**src/debug_link_pkg.sv**
```systemverilog
/*
 * Constants for the single-wire debug link: link timing counts, serial
 * command codes, status encodings, register offsets and field positions.
 * Assumes nothing; it holds definitions only.
 */
package debug_link_pkg;

	// link timing, counted in link-clock ticks except RESET_LOW_CYCLES, which counts bus clocks
	localparam int unsigned RESET_LOW_CYCLES = 2;    // bus clocks of low pin after reset
	localparam int unsigned BIT_TICKS        = 16;   // nominal bit length
	localparam int unsigned RX_SAMPLE_TICK   = 10;   // host-to-target sample point
	localparam int unsigned TX1_PULSE_TICK   = 7;    // speed-up pulse of a sent 1
	localparam int unsigned TX0_LOW_TICKS    = 13;   // low time of a sent 0
	localparam int unsigned TX_END_TICK      = 14;   // bit engine frees after this
	localparam int unsigned TIMEOUT_TICKS    = 512;  // gap between host falling edges
	localparam int unsigned SYNC_LOW_TICKS   = 128;  // host low time read as sync request
	localparam int unsigned SYNC_RESP_TICKS  = 128;  // low time of the sync answer

	// serial command codes
	localparam logic [7:0] CMD_RESUME     = 8'h08;
	localparam logic [7:0] CMD_BACKGROUND = 8'h90;
	localparam logic [7:0] CMD_READ_EXT   = 8'h2D;
	localparam logic [7:0] CMD_WRITE_EXT  = 8'h0D;
	localparam logic [7:0] CMD_READ_CSR   = 8'h2E;
	localparam logic [7:0] CMD_WRITE_PC   = 8'h4F;

	// command_status field values
	localparam logic [1:0] STAT_OK      = 2'h0;
	localparam logic [1:0] STAT_ILLEGAL = 2'h2;
	localparam logic [1:0] STAT_TIMEOUT = 2'h3;

	// extended_control_status byte layout
	localparam int unsigned EXT_ENABLE  = 0;
	localparam int unsigned EXT_CLKSEL  = 1;
	localparam int unsigned EXT_HALTED  = 2;
	localparam int unsigned EXT_STOPPED = 3;
	localparam int unsigned EXT_SECURED = 4;
	localparam int unsigned EXT_STAT_LO = 5;

	// halt source codes (higher value wins)
	localparam logic [3:0] HALT_CODE_BKGND = 4'h7;
	localparam logic [3:0] HALT_CODE_RESET = 4'h8;
	localparam int unsigned HALT_SRC_LO    = 24;

	// register port map
	localparam logic [7:0] ADDR_CONFIG_STATUS = 8'h00;
	localparam logic [7:0] ADDR_SECOND_CONFIG = 8'h04;
	localparam logic [7:0] ADDR_PC_VALUE      = 8'h08;
	localparam int unsigned SC_FORCE_RESET    = 0;
	localparam int unsigned SC_HALT_AFTER_RST = 1;

endpackage : debug_link_pkg

```
**src/single_wire_debug_link.sv**
```systemverilog
/*
 * Single-wire debug link controller: reset-into-halt entry, halt and run
 * status, link clock choice, bit-level serial engine on the debug pin,
 * timeout and a small software register port.
 * Assumes the pin inputs are synchronous to clk, an outside pull-up holds
 * the pin high when nobody drives it, and the core obeys coreHalt.
 */
// Our own choices: the address map and strobed register access.
//
// What this block does
// - pin low two clocks enters halted debug
// - resume jumps, except after a reset halt with no loaded counter, which resumes as reset
// - secured halt refuses all but basic commands
// - halted flag always reported, stopped flag only while not halted
// - halt source priority, cleared on read
// - resume clears halt source bits 26-24
// - host falling edge starts bits, msb first
// - nominal bit is sixteen link ticks
// - 512 ticks between edges times out
// - normal reset clears link clock select
// - halt reset sets link clock select
// - link clock select only serially writable
// - sync request answered with timed pulse
// - bit start then sample at ten
// - pin undriven while host sends
// - sent one gets pulse at seven
// - sent zero low thirteen, then high
// - force reset request makes reset event
// - undriven pin resets into normal mode
`timescale 1ns/1ps
`default_nettype none

module single_wire_debug_link #(
	parameter int unsigned ALT_DIV    = 4, // bus clocks per alternate link tick
	parameter int unsigned HALT_SRC_N = 3  // external halt sources
) (
	input  wire logic                  clk,
	input  wire logic                  rst,
	input  wire logic [7:0]            regAddr,
	input  wire logic [31:0]           regWrData,
	input  wire logic                  regWr,
	input  wire logic                  regRd,
	output logic      [31:0]           regRdData,
	input  wire logic                  debugPinIn,
	output logic                       debugPinOut,
	output logic                       debugPinOe,
	input  wire logic                  flashSecured,
	input  wire logic                  coreStopped,
	input  wire logic [HALT_SRC_N-1:0] haltEvents,
	output logic                       coreHalt,
	output logic                       resumeJump,
	output logic                       resumeNormal,
	output logic      [31:0]           resumePc,
	output logic                       forceResetPulse,
	output logic                       haltAfterReset
);

	initial begin
		if (ALT_DIV < 1 || ALT_DIV > 256)
			$error("ALT_DIV out of range");
		if (HALT_SRC_N < 1 || HALT_SRC_N > 6)
			$error("HALT_SRC_N out of range");
	end

	typedef enum logic [2:0] {S_IDLE, S_RX, S_LOWWATCH, S_TX, S_SYNC_HIGH, S_SYNC_RESP} link_state_t;

	link_state_t state_q;
	logic [7:0]  divCnt_q;
	logic        tick;
	logic        pinPrev_q;
	logic        startPending_q;
	logic [8:0]  cnt_q;
	logic [9:0]  gapCnt_q;
	logic        busy;
	logic        cmdPhase_q;
	logic [7:0]  cmd_q;
	logic [31:0] rxShift_q;
	logic [5:0]  rxBits_q;
	logic [5:0]  rxNeed_q;
	logic [7:0]  txShift_q;
	logic [3:0]  txBits_q;
	logic [1:0]  cmdStatus_q;
	logic        sampleBit;
	logic [31:0] rxWord;
	logic [7:0]  cmdByte;
	logic        unitDone;
	logic        pulseResume_q;
	logic        pulseBkgnd_q;
	logic        pulseWrExt_q;
	logic        pulseWrPc_q;
	logic        pulseRdCsr_q;
	logic [31:0] payload_q;
	logic        entryDone_q;
	logic [1:0]  entryLow_q;
	logic        entryHalt;
	logic        debugEnable_q;
	logic        clkSel_q;
	logic        halted_q;
	logic        resetHalt_q;
	logic        pcLoaded_q;
	logic [3:0]  haltSrc_q;
	logic [3:0]  haltSrcNew;
	logic [3:0]  haltSrcBase;
	logic [7:0]  extStatus;
	logic        restricted;
	logic        drvOe_d;
	logic        drvOut_d;

	//////////////////////////////////////////////////////////////////////////
	// link clock and edge detection

	// tick source
	// select set: every bus clock is a tick; clear: fixed alternate rate
	assign tick = clkSel_q || (divCnt_q == 8'(ALT_DIV - 1));

	always_ff @(posedge clk) begin
		if (rst || tick)
			divCnt_q <= 8'h00;
		else
			divCnt_q <= divCnt_q + 8'h01;
	end

	// host edge start
	// a host falling edge is held until the next tick (0-1 tick delay)
	// no start before the reset strap is read: a held-low pin is no edge
	always_ff @(posedge clk) begin
		if (rst) begin
			pinPrev_q      <= 1'b1;
			startPending_q <= 1'b0;
		end else begin
			pinPrev_q <= debugPinIn;
			if (entryDone_q && pinPrev_q && !debugPinIn && state_q == S_IDLE)
				startPending_q <= 1'b1;
			else if (tick)
				startPending_q <= 1'b0;
		end
	end

	//////////////////////////////////////////////////////////////////////////
	// serial protocol engine

	assign sampleBit  = debugPinIn;
	assign rxWord     = {rxShift_q[30:0], sampleBit};
	assign cmdByte    = rxWord[7:0];
	assign unitDone   = (rxBits_q + 6'h01) == rxNeed_q;
	assign busy       = state_q != S_IDLE || !cmdPhase_q || rxBits_q != 6'h00 || txBits_q != 4'h0;
	assign restricted = flashSecured || !debugEnable_q;

	localparam int unsigned EXT_ENABLE_I  = debug_link_pkg::EXT_ENABLE;
	localparam int unsigned EXT_CLKSEL_I  = debug_link_pkg::EXT_CLKSEL;
	localparam int unsigned EXT_HALTED_I  = debug_link_pkg::EXT_HALTED;
	localparam int unsigned EXT_STOPPED_I = debug_link_pkg::EXT_STOPPED;
	localparam int unsigned EXT_SECURED_I = debug_link_pkg::EXT_SECURED;
	localparam int unsigned EXT_STAT_I    = debug_link_pkg::EXT_STAT_LO;

	// extended_control_status as the host reads it
	always_comb begin
		extStatus                  = 8'h00;
		extStatus[EXT_ENABLE_I]    = debugEnable_q;
		extStatus[EXT_CLKSEL_I]    = clkSel_q;
		extStatus[EXT_HALTED_I]    = halted_q;
		extStatus[EXT_STOPPED_I]   = coreStopped && !halted_q;
		extStatus[EXT_SECURED_I]   = flashSecured;
		extStatus[EXT_STAT_I+:2]   = cmdStatus_q;
	end

	// bit timing, byte assembly and command decode
	always_ff @(posedge clk) begin
		pulseResume_q <= 1'b0;
		pulseBkgnd_q  <= 1'b0;
		pulseWrExt_q  <= 1'b0;
		pulseWrPc_q   <= 1'b0;
		pulseRdCsr_q  <= 1'b0;
		if (rst) begin
			state_q     <= S_IDLE;
			cnt_q       <= 9'h000;
			gapCnt_q    <= 10'h000;
			cmdPhase_q  <= 1'b1;
			cmd_q       <= 8'h00;
			rxShift_q   <= 32'h0000_0000;
			rxBits_q    <= 6'h00;
			rxNeed_q    <= 6'h08;
			txShift_q   <= 8'h00;
			txBits_q    <= 4'h0;
			cmdStatus_q <= debug_link_pkg::STAT_OK;
			payload_q   <= 32'h0000_0000;
		end else begin
			if (pinPrev_q && !debugPinIn)
				gapCnt_q <= 10'h000;
			else if (tick && busy)
				gapCnt_q <= gapCnt_q + 10'h001;
			if (tick && busy && gapCnt_q == 10'(debug_link_pkg::TIMEOUT_TICKS - 1)) begin
				state_q     <= S_IDLE;
				cmdPhase_q  <= 1'b1;
				rxBits_q    <= 6'h00;
				rxNeed_q    <= 6'h08;
				txBits_q    <= 4'h0;
				cmdStatus_q <= debug_link_pkg::STAT_TIMEOUT;
				gapCnt_q    <= 10'h000;
			end else if (tick) begin
				case (state_q)
					S_IDLE: begin
						if (startPending_q) begin
							cnt_q   <= 9'h001;
							state_q <= (txBits_q != 4'h0) ? S_TX : S_RX;
						end
					end
					S_RX: begin
						cnt_q <= cnt_q + 9'h001;
						if (cnt_q == 9'(debug_link_pkg::RX_SAMPLE_TICK)) begin
							state_q   <= sampleBit ? S_IDLE : S_LOWWATCH;
							rxShift_q <= rxWord;
							rxBits_q  <= unitDone ? 6'h00 : rxBits_q + 6'h01;
							if (unitDone && cmdPhase_q) begin
								cmd_q       <= cmdByte;
								cmdStatus_q <= debug_link_pkg::STAT_OK;
								case (cmdByte)
									debug_link_pkg::CMD_READ_EXT: begin
										txShift_q <= extStatus;
										txBits_q  <= 4'h8;
									end
									debug_link_pkg::CMD_WRITE_EXT: begin
										cmdPhase_q <= 1'b0;
										rxNeed_q   <= 6'h08;
									end
									debug_link_pkg::CMD_READ_CSR: begin
										if (restricted) begin
											cmdStatus_q <= debug_link_pkg::STAT_ILLEGAL;
										end else begin
											txShift_q    <= {4'h0, haltSrc_q};
											txBits_q     <= 4'h8;
											pulseRdCsr_q <= 1'b1;
										end
									end
									debug_link_pkg::CMD_WRITE_PC: begin
										if (restricted) begin
											cmdStatus_q <= debug_link_pkg::STAT_ILLEGAL;
										end else begin
											cmdPhase_q <= 1'b0;
											rxNeed_q   <= 6'h20;
										end
									end
									debug_link_pkg::CMD_RESUME: begin
										if (restricted || !halted_q)
											cmdStatus_q <= debug_link_pkg::STAT_ILLEGAL;
										else
											pulseResume_q <= 1'b1;
									end
									debug_link_pkg::CMD_BACKGROUND: begin
										if (restricted)
											cmdStatus_q <= debug_link_pkg::STAT_ILLEGAL;
										else
											pulseBkgnd_q <= 1'b1;
									end
									default: begin
										cmdStatus_q <= debug_link_pkg::STAT_ILLEGAL;
									end
								endcase
							end else if (unitDone) begin
								// data unit complete: apply it and wait for next command
								payload_q  <= rxWord;
								cmdPhase_q <= 1'b1;
								rxNeed_q   <= 6'h08;
								if (cmd_q == debug_link_pkg::CMD_WRITE_EXT)
									pulseWrExt_q <= 1'b1;
								else
									pulseWrPc_q <= 1'b1;
							end
						end
					end
					S_LOWWATCH: begin
						cnt_q <= cnt_q + 9'h001;
						if (sampleBit) begin
							state_q <= S_IDLE;
						end else if (cnt_q == 9'(debug_link_pkg::SYNC_LOW_TICKS)) begin
							state_q    <= S_SYNC_HIGH;
							cmdPhase_q <= 1'b1;
							rxBits_q   <= 6'h00;
							rxNeed_q   <= 6'h08;
							txBits_q   <= 4'h0;
						end
					end
					S_SYNC_HIGH: begin
						if (sampleBit) begin
							state_q <= S_SYNC_RESP;
							cnt_q   <= 9'h000;
						end
					end
					S_SYNC_RESP: begin
						cnt_q <= cnt_q + 9'h001;
						if (cnt_q == 9'(debug_link_pkg::SYNC_RESP_TICKS))
							state_q <= S_IDLE;
					end
					S_TX: begin
						cnt_q <= cnt_q + 9'h001;
						if (cnt_q == 9'(debug_link_pkg::TX_END_TICK)) begin
							state_q   <= S_IDLE;
							txShift_q <= {txShift_q[6:0], 1'b0};
							txBits_q  <= txBits_q - 4'h1;
						end
					end
					default: begin
						state_q <= S_IDLE;
					end
				endcase
			end
		end
	end

	// pin drive decode from the engine state
	always_comb begin
		drvOe_d  = 1'b0;
		drvOut_d = 1'b0;
		case (state_q)
			S_TX: begin
				if (!txShift_q[7]) begin
					drvOe_d  = cnt_q <= 9'(debug_link_pkg::TX0_LOW_TICKS);
					drvOut_d = cnt_q == 9'(debug_link_pkg::TX0_LOW_TICKS);
				end else begin
					drvOe_d  = cnt_q == 9'(debug_link_pkg::TX1_PULSE_TICK);
					drvOut_d = 1'b1;
				end
			end
			S_SYNC_RESP: begin
				drvOe_d  = 1'b1;
				drvOut_d = cnt_q == 9'(debug_link_pkg::SYNC_RESP_TICKS);
			end
			default: begin
				drvOe_d  = 1'b0;
				drvOut_d = 1'b0;
			end
		endcase
	end

	always_ff @(posedge clk) begin
		if (rst) begin
			debugPinOe  <= 1'b0;
			debugPinOut <= 1'b0;
		end else begin
			debugPinOe  <= drvOe_d;
			debugPinOut <= drvOut_d;
		end
	end

	//////////////////////////////////////////////////////////////////////////
	// reset entry and mode bits

	// strap after reset
	// pin sampled for two bus clocks after release; high means normal mode
	assign entryHalt = !entryDone_q && !debugPinIn
		&& (entryLow_q + 2'h1) == 2'(debug_link_pkg::RESET_LOW_CYCLES);

	always_ff @(posedge clk) begin
		if (rst) begin
			entryDone_q <= 1'b0;
			entryLow_q  <= 2'h0;
		end else if (!entryDone_q) begin
			if (debugPinIn || entryHalt)
				entryDone_q <= 1'b1;
			entryLow_q <= entryLow_q + 2'h1;
		end
	end

	// serial-only clock select
	// link clock select and enable change only by reset entry or serial write
	always_ff @(posedge clk) begin
		if (rst) begin
			debugEnable_q <= 1'b0;
			clkSel_q      <= 1'b0;
		end else if (entryHalt) begin
			debugEnable_q <= 1'b1;
			clkSel_q      <= 1'b1;
		end else if (pulseWrExt_q) begin
			debugEnable_q <= payload_q[EXT_ENABLE_I];
			clkSel_q      <= payload_q[EXT_CLKSEL_I];
		end
	end

	//////////////////////////////////////////////////////////////////////////
	// core run control

	always_ff @(posedge clk) begin
		if (rst) begin
			halted_q     <= 1'b0;
			resetHalt_q  <= 1'b0;
			pcLoaded_q   <= 1'b0;
			resumePc     <= 32'h0000_0000;
			resumeJump   <= 1'b0;
			resumeNormal <= 1'b0;
		end else begin
			resumeJump   <= pulseResume_q && (pcLoaded_q || !resetHalt_q);
			resumeNormal <= pulseResume_q && !pcLoaded_q && resetHalt_q;
			if (pulseWrPc_q && halted_q) begin
				resumePc   <= payload_q;
				pcLoaded_q <= 1'b1;
			end
			if (entryHalt || pulseBkgnd_q || (debugEnable_q && haltEvents != '0)) begin
				halted_q <= 1'b1;
			end else if (pulseResume_q) begin
				halted_q    <= 1'b0;
				resetHalt_q <= 1'b0;
				pcLoaded_q  <= 1'b0;
			end
			if (entryHalt)
				resetHalt_q <= 1'b1;
		end
	end

	assign coreHalt = halted_q;

	// highest active source this cycle
	always_comb begin
		haltSrcNew = 4'h0;
		for (int i = 0; i < HALT_SRC_N; i++) begin
			if (haltEvents[i] && debugEnable_q)
				haltSrcNew = 4'(i + 1);
		end
		if (pulseBkgnd_q)
			haltSrcNew = debug_link_pkg::HALT_CODE_BKGND;
		if (entryHalt)
			haltSrcNew = debug_link_pkg::HALT_CODE_RESET;
	end

	// halt source clears
	// a new source wins over any clear arriving in the same cycle
	always_comb begin
		haltSrcBase = haltSrc_q;
		if (pulseRdCsr_q || (regRd && regAddr == debug_link_pkg::ADDR_CONFIG_STATUS))
			haltSrcBase = 4'h0;
		else if (pulseResume_q)
			haltSrcBase = {haltSrc_q[3], 3'h0};
	end

	always_ff @(posedge clk) begin
		if (rst)
			haltSrc_q <= 4'h0;
		else if (haltSrcNew > haltSrcBase)
			haltSrc_q <= haltSrcNew;
		else
			haltSrc_q <= haltSrcBase;
	end

	//////////////////////////////////////////////////////////////////////////
	// software register port

	always_ff @(posedge clk) begin
		if (rst) begin
			forceResetPulse <= 1'b0;
			haltAfterReset  <= 1'b0;
		end else begin
			forceResetPulse <= regWr && regAddr == debug_link_pkg::ADDR_SECOND_CONFIG
				&& regWrData[debug_link_pkg::SC_FORCE_RESET];
			if (regWr && regAddr == debug_link_pkg::ADDR_SECOND_CONFIG)
				haltAfterReset <= regWrData[debug_link_pkg::SC_HALT_AFTER_RST];
		end
	end

	// read data valid in the cycle after the read strobe only
	always_ff @(posedge clk) begin
		if (rst || !regRd) begin
			regRdData <= 32'h0000_0000;
		end else begin
			case (regAddr)
				debug_link_pkg::ADDR_CONFIG_STATUS:
					regRdData <= {4'h0, haltSrc_q, 24'h00_0000};
				debug_link_pkg::ADDR_SECOND_CONFIG:
					regRdData <= {30'h0000_0000, haltAfterReset, 1'b0};
				debug_link_pkg::ADDR_PC_VALUE:
					regRdData <= resumePc;
				default:
					regRdData <= 32'h0000_0000;
			endcase
		end
	end

endmodule : single_wire_debug_link

`default_nettype wire
```
**config.mk**
```make
export PLATFORM = sky130hd
export DESIGN_NAME = single_wire_debug_link
export DESIGN_NICKNAME = d
export VERILOG_FILES = /design/src/debug_link_pkg.sv /design/src/single_wire_debug_link.sv
export SDC_FILE = /design/constraint.sdc
export NUM_CORES = 1
export LEC_CHECK = 0
export ABC_AREA = 0
export BUFFER_PORTS_ARGS = -buffer_cell sky130_fd_sc_hd__buf_4
export CAP_MARGIN = 10
export CORE_MARGIN = 3
export CORE_UTILIZATION = 25
export DETAILED_ROUTE_END_ITERATION = 7
export PLACE_DENSITY = 0.54
export SETUP_SLACK_MARGIN = 0.4
export SLEW_MARGIN = 10
export SYNTH_ARGS = -nofsm -noshare
export SYNTH_HDL_FRONTEND = slang
export SYNTH_SLANG_ARGS = --single-unit
```
**constraint.sdc**
```tcl
create_clock -name clk -period 2.7 [get_ports clk]
set_clock_uncertainty 0.15 [all_clocks]
set_input_delay 0.27 -clock clk [delete_from_list [all_inputs] [get_ports clk]]
set_output_delay 0.27 -clock clk [all_outputs]
set_load 0.005 [all_outputs]
```
* After elaboration in Yosys (flattened, before gate mapping) *
Index checks and enable logic that the tools add are counted.

storage, ports and cells
  latch bits = 0
  RAM bits = 0
  bits in registers = 217
  bits in read-only memories = 0
  input port bits = 50
  word-level logic and storage cells = 259
  memories = 0

operators by class
  add/subtract/negate cells = 6
  shift-type cells = 0
  reduce and logical (&&, ||, !) cells = 80
  bitwise operators = 9
  $lt $le $gt $ge = 2
  div/mod/pow operators = 0
  eq/ne operators = 38
  multiplexer cells = 88
  $mul = 0

operator list
  cell                number
  $pmux 32 s3         1
  $mux 6              10
  $mux 4              12
  $pmux 6 s2          3
  $eq 8x4->1 const B  4
  $mux 8              4
  $pmux 8 s2          2
  $mux 1              28
  $reduce_or 7->1     4
  $eq 9x4->1 const B  3
  $pmux 9 s3          1
  $mux 3              8
  $logic_and 1x1->1   21
  $reduce_bool 2->1   10
  $mux 2              9
  $mux 9              2
  $ne 2x2->1 const B  9
  $pmux 3 s6          1
  $eq 8x6->1 const B  2
  $reduce_and 8->1    2
  $reduce_and 5->1    3
  $logic_or 1x1->1    13
  $pmux 4 s3          1
  $reduce_bool 3->1   4
  41 further kinds    66

* Longest topological paths before layout *
Gate-level depths: netlist of run 1.

  depth after elaboration = 10
  gate-level depth with buffers = 12

* Worst setup path before layout of run 1 *
OpenSTA, ideal clock, no wires.

  path kind = in2reg
  start point = in regAddr[3]
  end point = reg haltSrc_q[2]
  setup slack = -182 ps
  required time = 2485 ps
  library setup time = 65 ps
  arrival = 2667 ps
  buffers on the path = 1
  cell stages on the path = 12
  path through = clkbuf_1 > nor2_1 > a41oi_1 > nor2b_1 > nand2_1 > ha_1 > nor2b_1 > o21a_1 > o21a_1 > o21ai_0 > mux2_2 > nor2_1

on the way
  longest elaborated chain between the ends = 6

RTL lines
  what                  RTL line                       source
  start, declared       single_wire_debug_link.sv:39   input wire logic [7:0] regAddr,
  $logic_not 8->1 *     single_wire_debug_link.sv:428  if (pulseRdCsr_q || (regRd && regAddr == debug_link_pkg::ADDR_CONFIG_STATUS))
  $logic_and 1x1->1 *   single_wire_debug_link.sv:428
  $logic_or 1x1->1 *    single_wire_debug_link.sv:428
  $mux 4 *              single_wire_debug_link.sv:428
  $gt 4x4->1            single_wire_debug_link.sv:437  else if (haltSrcNew > haltSrcBase)
  $mux 4 *              single_wire_debug_link.sv:437
  end signal, assigned  single_wire_debug_link.sv:438  haltSrc_q <= haltSrcNew;
  end signal, assigned  single_wire_debug_link.sv:440  haltSrc_q <= haltSrcBase;
  end, declared         single_wire_debug_link.sv:101  logic [3:0] haltSrc_q;

Every way passes the cells marked *; elsewhere a longest branch is shown, timed or not.
A chain may end at the register's enable or synchronous reset.

* Final worst setup path of run 1 *
  start point = reg state_q[1]
  end point = reg rxNeed_q[3]

on the way
  longest elaborated chain between the ends = 7
  elaborated cells on any way between the ends = 18
  those cells by class = 8 x eq/ne; 1 x mux; 9 x reduce/logical

RTL lines
  what                                                      RTL line                       source
  start, declared                                           single_wire_debug_link.sv:67   link_state_t state_q;
  start signal, assigned                                    single_wire_debug_link.sv:205  state_q <= (txBits_q != 4'h0) ? S_TX : S_RX;
  start signal, assigned                                    single_wire_debug_link.sv:211  state_q <= sampleBit ? S_IDLE : S_LOWWATCH;
  branches (longest 7 deep; another with $reduce_and 8->1)  -
  end signal, assigned                                      single_wire_debug_link.sv:182  rxNeed_q <= 6'h08;
  end signal, assigned                                      single_wire_debug_link.sv:196  rxNeed_q <= 6'h08;
  end signal, assigned                                      single_wire_debug_link.sv:224  rxNeed_q <= 6'h08;
  end, declared                                             single_wire_debug_link.sv:79   logic [5:0] rxNeed_q;

Parallel ways; which one is timed is not known.

==> run_results.csv, run 1 <==
group,metric,value,unit
logic_synthesis,syn_nets,1099,
cts,clkSinkCount,213,
logic_synthesis,avgSynthCellArea,8.45,um^2
route,avgRoutedWirePerCell,15.6,um
worst_hold_path,holdCritPathClass,"in2reg",
finish,antenna_cells,0,
die,fp-row-count,67,
global_routing,grt_pass1_wl,37100,um
setup_path,reg2reg_depth,6,
setup_path,critPathRequiredTime,2.94,ns
finish,nets,1261,
logic_synthesis,synth_compound_area_frac,0.153,
worst_hold_path,hold_path.startpoint,"rst",
cts,clk_latency,0.51,ns
worst_hold_path,whs_path_depth,2,
global_routing,use_met3,0.0134,
logic_synthesis,synth-adder-area-share,0.0200,
sta,fmax,413,MHz
global_routing,grt_overflow,0,
finish,area_delta_synth_final,51.5,%
cts,cts_inserted_buffers,23,
finish,layout-drive-gt1-share,0.410,
die,die-area,37300,um^2
sta,rsz0062_at_grt,"true",
logic_synthesis,synth-main-ff-cell,"dfxtp_1",
logic_synthesis,synth_top_family_by_area,"simple AND/OR/NAND/NOR gates",
global_routing,busiest_layer,"met2",
status,status,"complete, no violations",
sta,slew_headroom,0.508,
logic_synthesis,yosys_register_bits,213,
sta,fin_crit,2.42,ns
cts,clk_pin_slew,0.06,ns
global_routing,grt_use_met2,0.206,
global_routing,grt_use_met1,0.155,
placed_design,place_area,10200,um^2
sta,post-route-period-util,0.897,
route,post-route-drc-count,0,
global_routing,grt_pass1_vias,7309,
sta,drv_slew,0,
setup_path,criticalPathCategory,"reg2reg",
placed_design,dp_cells,1552,
sta,finalSetupTns,0,ns
die,chipHeight,193,um
route,antenna_left,0,
route,first_pass_iters,5,
cts,htree_levels,1,
logic_synthesis,yosysWarnings,0,
setup_path,start_kind,"flop",
pwr,p_per_area,507,nW/um^2
setup_path,end_kind,"flop",
setup_path,critPathMaxFanout,6,
die,initial_core_util,0.257,
route,drt_iter0_markers,451,
logic_synthesis,async_flop_share,0,
cts,clockBufferDepth,3,
pwr,peakVddDrop,379,uV
sta,final-hold-violation-count,0,
global_routing,antenna_found_initial,0,
worst_hold_path,min_to,"entryDone_q",
global_routing,track_usage,0.118,
logic_synthesis,synth-simple-area-share,0.244,
sta,finalSetupViolCount,0,
finish,layout_commonest_cell,"dfxtp_1",
route,vias,8044,
setup_path,r2r_end,"rxNeed_q[3]",
placed_design,hpwl,14100,um
route,wl,26000,um
placed_design,gp_congestion,0.785,
run,drv_cap,0,
pwr,p_leak,5.18,nW
finish,design_area,13300,um^2
logic_synthesis,synthCells,1035,
logic_synthesis,synthMuxAreaShare,0.0350,
logic_synthesis,ys_seq_area_frac,0.487,
finish,stdcell_count,1662,
finish,final_cell_mix,"193 x dfxtp_1, 157 x buf_4, 125 x nand2_1",
die,fp.dieW,193,um
global_routing,grt_max_degree,121,
setup_path,arrival,2.66,ns
logic_synthesis,synthXorXnorAreaFrac,0.0200,
sta,worstMarginPinSlew,0.738,ns
placed_design,io_buffers,90,
sta,hold_ws,0.0221,ns
cts,root_buffer,"clkbuf_16",
cts,cts_tree,"yes",
route,avgViaCountPerCell,4.84,
logic_synthesis,ys_types,60,
logic_synthesis,syn-cell-area,8750,um^2
logic_synthesis,synth_edf_count,0,
setup_path,regToRegSetupSlack,0.28,ns
setup_path,timing.rr.start,"state_q[1]",
die,fp.coreArea,34000,um^2
die,num_io_pins,121,
## synth_stat cells (5+ instances only)
library cell,count,area share
or4b_2,6,0.0069
xnor2_1,8,0.0080
a21oi_1,133,0.076
mux2i_1,25,0.029
nor3b_1,6,0.0051
o21a_1,6,0.0051
nor2b_1,8,0.0057
dfxtp_1,213,0.49
and3_1,12,0.0086
xor2_1,12,0.012
inv_1,20,0.0086
nand3b_1,6,0.0051
mux2_2,5,0.0064
buf_2,13,0.0074
nor4_1,7,0.0050
clkbuf_1,52,0.022
nand2_1,162,0.070
a31oi_1,8,0.0057
nand3_1,47,0.027
nor3_1,17,0.0097
ha_1,14,0.020
and2_1,35,0.025
or4_1,8,0.0069
o21ai_0,57,0.033
nand2b_1,6,0.0043
nor2_1,73,0.031
nand4_1,13,0.0093
## sequential cells by signal, indices dropped and copies added, names as in the netlist, 2 cells and up
register and count:
payload_q 32, resumePc 32, cmdStatus_q 2, divCnt_q 8, txBits_q 4, cnt_q 9, regRdData 32, rxShift_q 31
state_q 3, entryLow_q 2, txShift_q 8, haltSrc_q 4, cmd_q 8, rxNeed_q 2, rxBits_q 6, gapCnt_q 10
## worst max-delay path by stage
stage	endpoint	depth (start not counted)	start
finish	rxNeed_q[3]	6	state_q[1]
global route	payload_q[18]	11	txBits_q[0]
CTS	rxBits_q[2]	5	state_q[1]
detailed placement	txBits_q[0]	10	txBits_q[0]
global placement	haltSrc_q[2]	12	regAddr[1]
floorplan	haltSrc_q[2]	12	regAddr[3]
## area by class of cell
class / instances / area (um^2)
flip-flops and latches: 213 / 4300
inverters: 21 / 81.3
fillers: 3313 / 20800
multi-input cells: 733 / 5590
clock buffers: 34 / 647
clock inverters: 8 / 119
well taps: 448 / 561
repair buffers: 205 / 1960
## layer usage
metal / vias to the layer above / part of all wire
li1: 3942 / -
met1: 3880 / 0.44
met2: 178 / 0.50
met3: 44 / 0.043
met4: 0 / 0.022
met5: - / 0
## where the power goes
| part | switching (W) | leakage (nW) | internal (W) |
|---|---|---|---|
| combinational | 0.000189 | 3.08 | 0.000144 |
| clock | 0.00126 | 0.377 | 0.00195 |
| sequential | 0.0000213 | 1.73 | 0.00316 |
## per-stage QoR
stage	total power, W	worst slack, ns	util
after floorplan	0.00340	0.289	-
after global placement	0.00350	0.0546	0.300
after detailed placement	0.00350	0.0297	0.300
after CTS	0.00674	0.278	0.339
after global routing	0.00696	0.209	0.389
final	0.00673	0.279	0.389
## critical path, cell delays in order, from the launching register on
cell	delay (ns)
dfxtp_4	0.35
or3b_4	0.39
or4_4	0.49
a211o_4	0.37
buf_4	0.15
nor2_4	0.11
mux2_4	0.31
## repair_timing
action,CTS,global route
resized for setup,77,314
buffers inserted,20,23
endpoints found under the hold margin,8,0
pin swaps,32,138
endpoints found under the setup margin,122,121
hold buffers,7,0
cloned,3,15
## logic make-up after synthesis
group	after synthesis
AOI/OAI and AO/OA	238
xor gates and xnor gates	20
adders and majority gates	14
buffers and inverters	89
DFF	213
muxes	30
and+or+nand+nor	431
Note: power is estimated with default switching activity, not from simulation.
==> run 2, diff against run 1 <==
BUFFER_PORTS_ARGS = -buffer_cell sky130_fd_sc_hd__buf_2   (was -buffer_cell sky130_fd_sc_hd__buf_4)
REMOVE_ABC_BUFFERS = 1   (was unset)
clock period = 2.1 ns   (was 2.7 ns; I/O delays follow)
==> run_results.csv, run 2 (synthesized netlist as in run 1, its figures left out) <==
group,metric,value,unit
status,status,"complete, but fails checks",
status,violations,"negative setup slack",
finish,layout_commonest_cell,"dfxtp_1",
finish,reg_top3,"payload_q (32), regRdData (32), resumePc (32)",
route,antenna_left,0,
die,chipHeight,193,um
die,fp.coreArea,34000,um^2
route,first_pass_iters,5,
pwr,power,0.00888,W
die,fp-row-count,67,
die,die-area,37300,um^2
route,avgViaCountPerCell,4.66,
sta,worstMarginPinSlew,0.644,ns
setup_path,critPathMaxFanout,8,
finish,layout-drive-gt1-share,0.406,
worst_hold_path,holdCritPathClass,"in2reg",
sta,slew_headroom,0.569,
route,post-route-drc-count,0,
cts,clk_pin_slew,0.06,ns
global_routing,grt_pass1_wl,39400,um
cts,htree_levels,1,
cts,clk_latency,0.52,ns
finish,fillCellCount,3349,
sta,finalSetupTns,-20.26,ns
finish,stdcell_count,1767,
finish,area_delta_synth_final,53.3,%
global_routing,antenna_found_initial,0,
route,vias,8239,
pwr,p_per_area,662,nW/um^2
cts,clkSinkCount,213,
finish,antenna_cells,0,
setup_path,end_kind,"flop",
placed_design,gp_congestion,0.799,
sta,fin_crit,2.40,ns
cts,clockBufferDepth,3,
setup_path,critPathRequiredTime,2.40,ns
placed_design,io_buffers,90,
route,drt_iter0_markers,350,
placed_design,dp_cells,1643,
sta,post-route-period-util,1.14,
global_routing,grt_pass1_vias,7782,
setup_path,criticalPathCategory,"reg2reg",
finish,final_cell_mix,"194 x dfxtp_1, 148 x buf_4, 141 x nand2_1",
setup_path,start_kind,"flop",
die,num_io_pins,121,
pwr,p_leak,5.31,nW
setup_path,arrival,2.70,ns
sta,finalWorstSetupSlack,-0.304,ns
pwr,peakVddDrop,455,uV
cts,root_buffer,"clkbuf_16",
sta,rsz0062_at_grt,"true",
run,drv_cap,0,
sta,final-hold-violation-count,0,
cts,cts_tree,"yes",
die,initial_core_util,0.257,
placed_design,dp_slack,-0.724,ns
die,fp.dieW,193,um
global_routing,track_usage,0.127,
finish,nets,1365,
global_routing,grt_overflow,0,
placed_design,hpwl,15200,um
cts,cts_inserted_buffers,24,
route,avgRoutedWirePerCell,14.8,um
sta,fmax,416,MHz
route,wl,26200,um
global_routing,grt_max_degree,117,
sta,drv_slew,0,
sta,finalSetupViolCount,122,
[run 2: cell types whose count changed in the layout (fill, tap and decap cells not counted), sizes merged]
| cell | previous run | this run |
|---|---|---|
| buf | 189 | 287 |
| dlygate4sd3 | 7 | 14 |
| clkbuf | 43 | 40 |
| clkinv | 5 | 8 |
| clkinvlp | 0 | 1 |
| inv | 21 | 20 |
[run 2: layout make-up]
cell class                 count  area (um^2)  area share
inverter                      21         78.8     0.00588
sequential                   213         4290       0.320
clock inverter                11          136      0.0102
multi-input combinational    733         5080       0.379
clock buffer                  33          676      0.0504
timing repair buffer         308         2590       0.193
tap                          448          561      0.0418
[run 2: worst paths after layout]
| check | slack (ns) | cells after the start | endpoint | start |
|---|---|---|---|---|
| max reg2reg | -0.30 | 5 | rxBits_q[2] | state_q[2] |
| max | -0.30 | 5 | rxBits_q[2] | state_q[2] |
| min reg2reg | 0.30 | 2 | resumePc[30] | payload_q[30] |
| min | 0.01 | 4 | payload_q[0] | debugPinIn |
[run 2: repair_timing]
action	CTS	global route
gates resized for setup	111	200
hold buffers	14	0
endpoints found under the hold margin	21	0
setup endpoints to repair	136	135
pin swaps	38	104
gates cloned	6	12
buffers inserted	30	18
[run 2: report_power, final]
part           total (W)  internal (W)  switching [W]
Combinational   0.000479      0.000223       0.000256
Clock            0.00431       0.00262        0.00169
Sequential       0.00409       0.00407      0.0000203
Total            0.00888       0.00691        0.00197
[run 2: worst max-delay path: stages (launching register included)]
cell and delay [ns]:
dfxtp_2 0.32, or3b_4 0.40, or4_4 0.42, a211o_4 0.40
or4b_4 0.50, a21oi_2 0.14
[run 2: metrics by stage]
stage	cell area [um^2]	hold WS, ns	utilization
3_3_place_gp	10600	0.286	0.312
5_1_grt	13400	0.00950	0.394
3_5_place_dp	10600	0.291	0.312
4_1_cts	12400	0.00290	0.363
6_report	13400	0.0149	0.394
2_1_floorplan	8470	0.129	-
[run 2: layer usage]
layer / GRT usage / share of wire
met2: 0.215 / 0.49
met5: 0 / 0
met4: 0.0345 / 0.016
met1: 0.169 / 0.45
met3: 0.0188 / 0.042
